File: src/rtl/becr_pkg.sv
// Constants for the bus error capture register bank.
// Assumes a 12-bit APB byte address inside the configuration register group.
package becr_pkg;

    localparam int ADDR_W = 12;

    // Register byte offsets inside the configuration register group.
    localparam logic [11:0] OFF_VADDR_HI = 12'h260;
    localparam logic [11:0] OFF_VADDR_LO = 12'h264;
    localparam logic [11:0] OFF_VATTR = 12'h268;
    localparam logic [11:0] OFF_PADDR_HI = 12'h270;
    localparam logic [11:0] OFF_PADDR_LO = 12'h274;
    localparam logic [11:0] OFF_PATTR_PH = 12'h278;
    localparam logic [11:0] OFF_PSTAT = 12'h280;
    localparam logic [11:0] OFF_INT_STAT = 12'h290;
    localparam logic [11:0] OFF_INT_CLR = 12'h294;
    localparam logic [11:0] OFF_INT_EN = 12'h298;

    // Field positions shared by the exception attribute word and the PCI/X status word.
    localparam int BIT_VALID = 31;
    localparam int BIT_OVF = 30;
    localparam int BIT_CLR = 29;
    // Fields of the exception attribute word.
    localparam int BIT_ODD = 21;
    localparam int BIT_SLV = 20;
    localparam int BIT_BERR = 19;
    localparam int BIT_LWORD = 18;
    localparam int BIT_WRITE = 17;
    localparam int BIT_IACK = 16;
    localparam int BIT_DS1 = 15;
    localparam int BIT_DS0 = 14;
    localparam int AM_LSB = 8;
    localparam int AM_W = 6;
    localparam int XAM_LSB = 0;
    localparam int XAM_W = 8;

    // Interrupt event bits.
    localparam int INT_W = 4;
    localparam int INT_VCAP = 0;
    localparam int INT_VOVF = 1;
    localparam int INT_PCAP = 2;
    localparam int INT_POVF = 3;

    // Reset values.
    localparam logic [31:0] RST_WORD = 32'h0000_0000;
    localparam logic [3:0] RST_INT = 4'h0;

    // Whole state of the block, registered in one place.
    typedef struct packed {
        logic [31:0] vAddrHi;
        logic [30:0] vAddrLo;
        logic vValid;
        logic vOvf;
        logic vOdd;
        logic vSlv;
        logic vBerr;
        logic vLword;
        logic vWrite;
        logic vIack;
        logic vDs1;
        logic vDs0;
        logic [5:0] vAm;
        logic [7:0] vXam;
        logic [31:0] pAddrHi;
        logic [31:0] pAddrLo;
        logic [31:0] pAttr;
        logic pValid;
        logic pOvf;
        logic [3:0] intStat;
        logic [3:0] intEn;
        logic [31:0] rdata;
        logic ready;
        logic slverr;
        logic irq;
    } becr_state_t;

endpackage

File: src/rtl/becr_top.sv
// Error capture register bank of a bus bridge, reached over APB.
// Assumes event inputs are single-cycle pulses synchronous to clk and that
// the line and address inputs are valid in the cycle of the event.
//
// What this block does
// - Loading the exception capture sets the exception capture-valid bit.
// - Capture on error end, 2eVME slave end, or 2eSST last-word-invalid.
// - Exception while capture-valid is set keeps contents, sets overflow.
// - Writing one to exception clear clears valid and overflow; reads zero.
// - Odd flag set for last-word-invalid or odd-beat 2eVME termination.
// - Fast slave-terminated flag set when a slave ended the fast transfer.
// - Bus-error flag set when the transfer ended with error termination.
// - LWORD, WRITE and IACK lines are recorded in bits 18, 17, 16.
// - Data strobes DS1 and DS0 are recorded in bits 15 and 14.
// - Address modifier in bits 13 to 8, extended modifier in 7 to 0.
// - PCI error stores address bits 63..32 while its valid is clear.
// - PCI error stores address bits 31..0 while its valid is clear.
// - PCI error stores attribute-phase AD bits while its valid is clear.
// - Exception also stores address 63..32 and 31..1, same gating.
// - PCI capture sets PCI valid; writing PCI clear one clears it.
// - PCI error while valid keeps contents, sets overflow; clear clears it.
module becr_top
    import becr_pkg::*;
(
    input wire logic clk, // 125 MHz clock.
    input wire logic sys_rst, // Asynchronous reset, active high.
    input wire logic [11:0] paddr, // APB byte address.
    input wire logic psel, // APB select.
    input wire logic penable, // APB access phase.
    input wire logic pwrite, // APB direction, high for write.
    input wire logic [31:0] pwdata, // APB write data.
    output logic [31:0] prdata, // APB read data.
    output logic pready, // APB ready.
    output logic pslverr, // APB error for unmapped addresses.
    output logic irq, // Level interrupt.
    input wire logic vmeErrTerm, // Master transfer ended with bus error.
    input wire logic vmeSlaveTerm, // Slave ended a 2eVME or 2eSST transfer.
    input wire logic vmeLastInvalid, // 2eSST ended with last word invalid.
    input wire logic vmeTwoeVme, // Current transfer uses 2eVME.
    input wire logic vmeOddBeat, // Termination fell on an odd beat.
    input wire logic vmeLword, // LWORD line asserted.
    input wire logic vmeWrite, // WRITE line asserted.
    input wire logic vmeIack, // IACK line asserted.
    input wire logic vmeDs1, // DS1 strobe asserted.
    input wire logic vmeDs0, // DS0 strobe asserted.
    input wire logic [5:0] vmeAm, // Address modifier lines.
    input wire logic [7:0] vmeXam, // Extended address modifier lines.
    input wire logic [63:0] vmeAddr, // Address of the failed transfer.
    input wire logic pciErr, // PCI/X bus error pulse.
    input wire logic [63:0] pciAddr, // Address of the failed PCI/X transfer.
    input wire logic [31:0] pciAttr // AD bits of the attribute phase.
);

    becr_state_t st;
    becr_state_t next_st;
    logic wrAcc;
    logic vEvt;
    logic vClr;
    logic vCap;
    logic pClr;
    logic pCap;

    ////////////////////////////////////////////////////////////////////////
    // Read decode; the top result bit flags an unmapped address.
    function automatic logic [32:0] readWord(input becr_state_t s,
                                              input logic [11:0] a);
        logic [31:0] w;
        logic bad;
        w = RST_WORD;
        bad = 1'b0;
        unique case (a)
            OFF_VADDR_HI: w = s.vAddrHi;
            OFF_VADDR_LO: w = {s.vAddrLo, 1'b0};
            OFF_VATTR: begin
                w[BIT_VALID] = s.vValid;
                w[BIT_OVF] = s.vOvf;
                w[BIT_ODD] = s.vOdd;
                w[BIT_SLV] = s.vSlv;
                w[BIT_BERR] = s.vBerr;
                w[BIT_LWORD] = s.vLword;
                w[BIT_WRITE] = s.vWrite;
                w[BIT_IACK] = s.vIack;
                w[BIT_DS1] = s.vDs1;
                w[BIT_DS0] = s.vDs0;
                w[AM_LSB +: AM_W] = s.vAm;
                w[XAM_LSB +: XAM_W] = s.vXam;
            end
            OFF_PADDR_HI: w = s.pAddrHi;
            OFF_PADDR_LO: w = s.pAddrLo;
            OFF_PATTR_PH: w = s.pAttr;
            OFF_PSTAT: begin
                w[BIT_VALID] = s.pValid;
                w[BIT_OVF] = s.pOvf;
            end
            OFF_INT_STAT: w[INT_W-1:0] = s.intStat;
            OFF_INT_CLR: w = RST_WORD;
            OFF_INT_EN: w[INT_W-1:0] = s.intEn;
            default: bad = 1'b1;
        endcase
        return {bad, w};
    endfunction

    ////////////////////////////////////////////////////////////////////////
    // Next-state logic for capture, interrupt and bus slave.
    always_comb begin
        next_st = st;
        wrAcc = psel && penable && st.ready && pwrite;
        vEvt = vmeErrTerm || vmeSlaveTerm || vmeLastInvalid;
        vClr = wrAcc && (paddr == OFF_VATTR) && pwdata[BIT_CLR];
        pClr = wrAcc && (paddr == OFF_PSTAT) && pwdata[BIT_CLR];
        // A capture in the clearing cycle starts a fresh record, so the
        // event is never lost to a simultaneous clear.
        vCap = vEvt && (!st.vValid || vClr);
        pCap = pciErr && (!st.pValid || pClr);

        // Exception capture-valid and overflow.
        if (vClr) begin
            next_st.vValid = 1'b0;
            next_st.vOvf = 1'b0;
        end
        if (vCap) begin
            next_st.vValid = 1'b1;
            next_st.vOdd = vmeLastInvalid ||
                ((vmeSlaveTerm || vmeErrTerm) && vmeTwoeVme &&
                 vmeOddBeat);
            next_st.vSlv = vmeSlaveTerm;
            next_st.vBerr = vmeErrTerm;
            next_st.vLword = vmeLword;
            next_st.vWrite = vmeWrite;
            next_st.vIack = vmeIack;
            next_st.vDs1 = vmeDs1;
            next_st.vDs0 = vmeDs0;
            next_st.vAm = vmeAm;
            next_st.vXam = vmeXam;
            next_st.vAddrHi = vmeAddr[63:32];
            next_st.vAddrLo = vmeAddr[31:1];
        end else if (vEvt) begin
            next_st.vOvf = 1'b1;
        end

        // PCI/X capture-valid and overflow.
        if (pClr) begin
            next_st.pValid = 1'b0;
            next_st.pOvf = 1'b0;
        end
        if (pCap) begin
            next_st.pValid = 1'b1;
            next_st.pAddrHi = pciAddr[63:32];
            next_st.pAddrLo = pciAddr[31:0];
            next_st.pAttr = pciAttr;
        end else if (pciErr) begin
            next_st.pOvf = 1'b1;
        end

        // Interrupt enable, then sticky status where a set beats a clear.
        if (wrAcc && paddr == OFF_INT_EN) begin
            next_st.intEn = pwdata[INT_W-1:0];
        end
        if (wrAcc && paddr == OFF_INT_CLR) begin
            next_st.intStat = st.intStat & ~pwdata[INT_W-1:0];
        end
        next_st.intStat[INT_VCAP] = next_st.intStat[INT_VCAP] | vCap;
        next_st.intStat[INT_VOVF] =
            next_st.intStat[INT_VOVF] | (vEvt && !vCap);
        next_st.intStat[INT_PCAP] = next_st.intStat[INT_PCAP] | pCap;
        next_st.intStat[INT_POVF] =
            next_st.intStat[INT_POVF] | (pciErr && !pCap);
        next_st.irq = |(next_st.intStat & next_st.intEn);

        // One wait-free access phase: data is prepared in the setup cycle.
        next_st.ready = psel && !penable;
        if (psel && !penable) begin
            {next_st.slverr, next_st.rdata} = readWord(st, paddr);
            if (pwrite) begin
                next_st.rdata = RST_WORD;
            end
        end else begin
            next_st.slverr = 1'b0;
            next_st.rdata = RST_WORD;
        end
    end

    ////////////////////////////////////////////////////////////////////////
    // State register; every field clears on reset.
    always_ff @(posedge clk or posedge sys_rst) begin
        if (sys_rst) begin
            st <= '0;
        end else begin
            st <= next_st;
        end
    end

    // Outputs come straight from the state register.
    assign prdata = st.rdata;
    assign pready = st.ready;
    assign pslverr = st.slverr;
    assign irq = st.irq;
endmodule

File: config.mk
export PLATFORM = sky130hd
export DESIGN_NAME = becr_top
export DESIGN_NICKNAME = d
export VERILOG_FILES = /design/src/rtl/becr_pkg.sv /design/src/rtl/becr_top.sv
export SDC_FILE = /design/constraint.sdc
export NUM_CORES = 1
export LEC_CHECK = 0
export BUFFER_PORTS_ARGS = -buffer_cell sky130_fd_sc_hd__buf_2
export CORE_MARGIN = 2
export CORE_UTILIZATION = 32
export DETAILED_ROUTE_END_ITERATION = 6
export PLACE_DENSITY = 0.59
export SLEW_MARGIN = 10
export SYNTH_ARGS = -nofsm -noshare
export SYNTH_HDL_FRONTEND = slang
export SYNTH_SLANG_ARGS = --single-unit
File: constraint.sdc
create_clock -name clk -period 6.98 [get_ports clk]
set_input_delay 0 -clock clk [delete_from_list [all_inputs] [get_ports clk]]
set_output_delay 0 -clock clk [all_outputs]
set_load 0.1 [all_outputs]
==> results.txt <==
Fin. Hold Viols -> 0
Total setup buffers inserted after CTS -> 0
Critical Path RT -> 7.38 ns
Layout cell share with drive strength beyond 1 -> 0.415
# DRC -> 0
Synth area leaders -> dfrtp_1 (58%), mux2_2 (19%), a22oi_1 (4.5%)
Dominant cell type by area after synthesis -> dfrtp_1
Run status -> completed
Nets -> 1,350
Core area -> 0.0303 mm^2
Routability congestion estimate -> 0.843
Final setup violation count -> 0
Routed wl met3 -> 1.76 mm
Crit path from -> paddr[8]
RSZ-0062 raised after global routing -> false
Crit share post-route -> 0.504
Final ANT Viol Nets -> 0
CP cell instances -> dlygate4sd3_1 > buf_2 > or4b_1 > nor4_4 > a31o_4 > buf_4 > mux2_2
Initial Util -> 0.322
Final worst slack -> 3.46 ns
First-pass GRT wire length -> 44.5 mm
Initial DRC count -> 474
CTS buffer count -> 26
Sequential area share after synthesis -> 0.583
GR Util All Layers -> 0.181
Post-synthesis instance area -> 0.00978 mm^2
Dpl ws -> 3.45 ns
Fill count -> 2,730
Least-Margin Pin Slew -> 1.10 ns
Flops & latches, synth -> 228
Crit. End Element -> flip-flop
CTS tree -> yes
Dpl hpwl -> 17.8 mm
Worst slew margin -> 0.264
H-tree levels -> 1
WL met1 -> 12.3 mm
CP arrival -> 3.92 ns
Synth warn -> 0
Deepest clock path buffer count -> 3
Leak -> 6.24 nW
Layout area overhead -> 43.4%
Top sig layer -> met4
WL/cell -> 19.0 um
Vias in the first global route -> 8,027
Critical path type -> in2reg
Die area -> 0.0320 mm^2
HP Class -> in2reg
Pin count of the biggest net entering global routing -> 122
Clk slew on worst S/H paths -> 0.06 ns
Buffers on Ports -> 240
Netlist cell types -> 52
Pins Over Slew Limit -> 0
Post-synth ARST share -> 1.00
Gate Count Post-Synth -> 712
Critical Path Start Type -> input pin
PD cells -> 227 mW/mm^2
Setup total negative slack -> 0 ns
Ys flop type -> dfrtp_1
Metal2 WL -> 14.4 mm
Share of the synthesized area in the top cell type -> 0.583
Die Height -> 179 um
Remaining Overflow, GRT -> 0
Wirelength, routed -> 29.2 mm
Peak VDD IR -> 0.157 mV
CP max stage cell -> or4b_1
DR vias -> 7,589
Maximum net fanout on the critical path -> 50
Width of the die -> 179 um
EDFF count, synth -> 0
Hold Crit Start -> paddr[2]
1st-pass router iterations -> 6
Cell row count -> 64
Initial antenna violation count -> 2
Clock Skews -> 0.00830 ns
CTS root buf -> clkbuf_16
Vias per cell -> 4.95
R2r startpoint -> pready
Max-Cap Viols -> 0
Fmax -> 284 MHz
Net Count, Synth -> 946
Mapped Avg Cell Area -> 13.7 um^2
Ports -> 269
Crit path time final -> 3.52 ns
Worst-Skew Late Latency -> 0.53 ns
Clk sinks -> 228
CP peak stage delay -> 0.80 ns
-- critical path: cells and delay by family --
family          cells  cell delay, ns
simple gates        2            1.30
buf+inv             3            1.37
mux                 1            0.42
compound gates      1            0.73
-- placed cells by master (no fill, tap or decap), drive strengths merged, types with 2 or more instances in the layout --
master,n
clkbuf,38
nand3,6
dfrtp,228
o2bb2ai,2
mux2,181
nor4b,3
nor3,10
or2,2
o21ai,5
a221oi,3
or4b,2
a2bb2oi,6
a32oi,2
a31oi,24
a22o,2
inv,3
nand2,26
nor2b,3
and4,3
a21oi,18
o31ai,2
buf,252
a222oi,10
bufinv,3
clkinv,6
nor4,4
a22oi,58
dlygate4sd3,198
diode,2
a21boi,2
nor2,5
mux2i,11
-- sequential cells by signal, indices dropped and copies added (netlist names) --
name,count
pslverr,1
st,193
irq,1
pready,1
prdata,32
-- cell families after synthesis --
group | Yosys count | synth area share
AND/OR/NAND/NOR | 74 | 0.0445
AO/OA/AOI/OAI | 141 | 0.105
multiplexers | 192 | 0.220
buffers and inverters | 77 | 0.0474
flip-flops | 228 | 0.583
-- synthesized netlist by cell type, types with 2 or more instances --
| cell | n |
|---|---|
| a21boi_0 | 2 |
| a21oi_1 | 18 |
| a221oi_1 | 3 |
| a222oi_1 | 10 |
| a22o_1 | 2 |
| a22oi_1 | 58 |
| a2bb2oi_1 | 6 |
| a31oi_1 | 23 |
| a32oi_1 | 2 |
| and4_1 | 3 |
| buf_2 | 14 |
| buf_4 | 36 |
| buf_6 | 3 |
| clkbuf_1 | 20 |
| dfrtp_1 | 228 |
| inv_1 | 3 |
| mux2_1 | 16 |
| mux2_2 | 165 |
| mux2i_1 | 11 |
| nand2_1 | 26 |
| nand3_1 | 6 |
| nor2_1 | 5 |
| nor2b_1 | 3 |
| nor3_1 | 9 |
| nor4_1 | 2 |
| nor4_4 | 2 |
| nor4b_1 | 3 |
| o21ai_0 | 5 |
| o2bb2ai_1 | 2 |
| o31ai_1 | 2 |
| or2_2 | 2 |
| or4b_1 | 2 |
-- per-stage QoR --
step | instance area (um^2) | cells | hold slack, ns | power, mW | utilization
after CTS | 14000 | 1532 | 0.0141 | 3.22 | 0.462
after global placement | 11200 | 1286 | 0.215 | 1.73 | 0.368
after floorplan | 9780 | 712 | 0.0923 | 1.63 | -
after global routing | 14000 | 1534 | 0.0468 | 3.33 | 0.462
final | 14000 | 1534 | 0.0439 | 3.19 | 0.462
after detailed placement | 11200 | 1286 | 0.215 | 1.74 | 0.368
-- report_power, final --
part	internal [mW]	switching (mW)
Clock	0.841	0.549
Combinational	0.199	0.114
Sequential	1.43	0.0572
Total	2.47	0.721
-- repair_timing --
action / CTS / global route
hold buffers: 198 / 0
gates resized for setup: 0 / 0
endpoints found under the hold margin: 321 / 0
-- area by class of cell --
class	count	area [um^2]	area share
Multi-Input combinational cell	407	3670	0.262
Timing Repair Buffer	450	3270	0.233
Tap cell	396	495	0.0353
Inverter	3	18.8	0.00134
Sequential cell	228	5710	0.407
Clock buffer	38	737	0.0525
Clock inverter	10	128	0.00909
Antenna cell	2	5.00	0.000357
-- routing by layer --
metal / up-vias / GRT usage
li1: 3462 / -
met1: 3802 / 0.233
met2: 270 / 0.307
met3: 55 / 0.0329
met4: 0 / 0.0559
met5: - / 0
-- final timing paths --
kind	slack (ns)	cells after the start	endpoint
max	3.46	7	st[116]
min	0.04	6	prdata[31]
max reg2reg	3.75	5	st[116]
min reg2reg	0.49	2	st[162]
max in group asynchronous	5.27	4	st[171]
min in group asynchronous	0.16	3	st[142]
(Power assumes the default switching activity.)
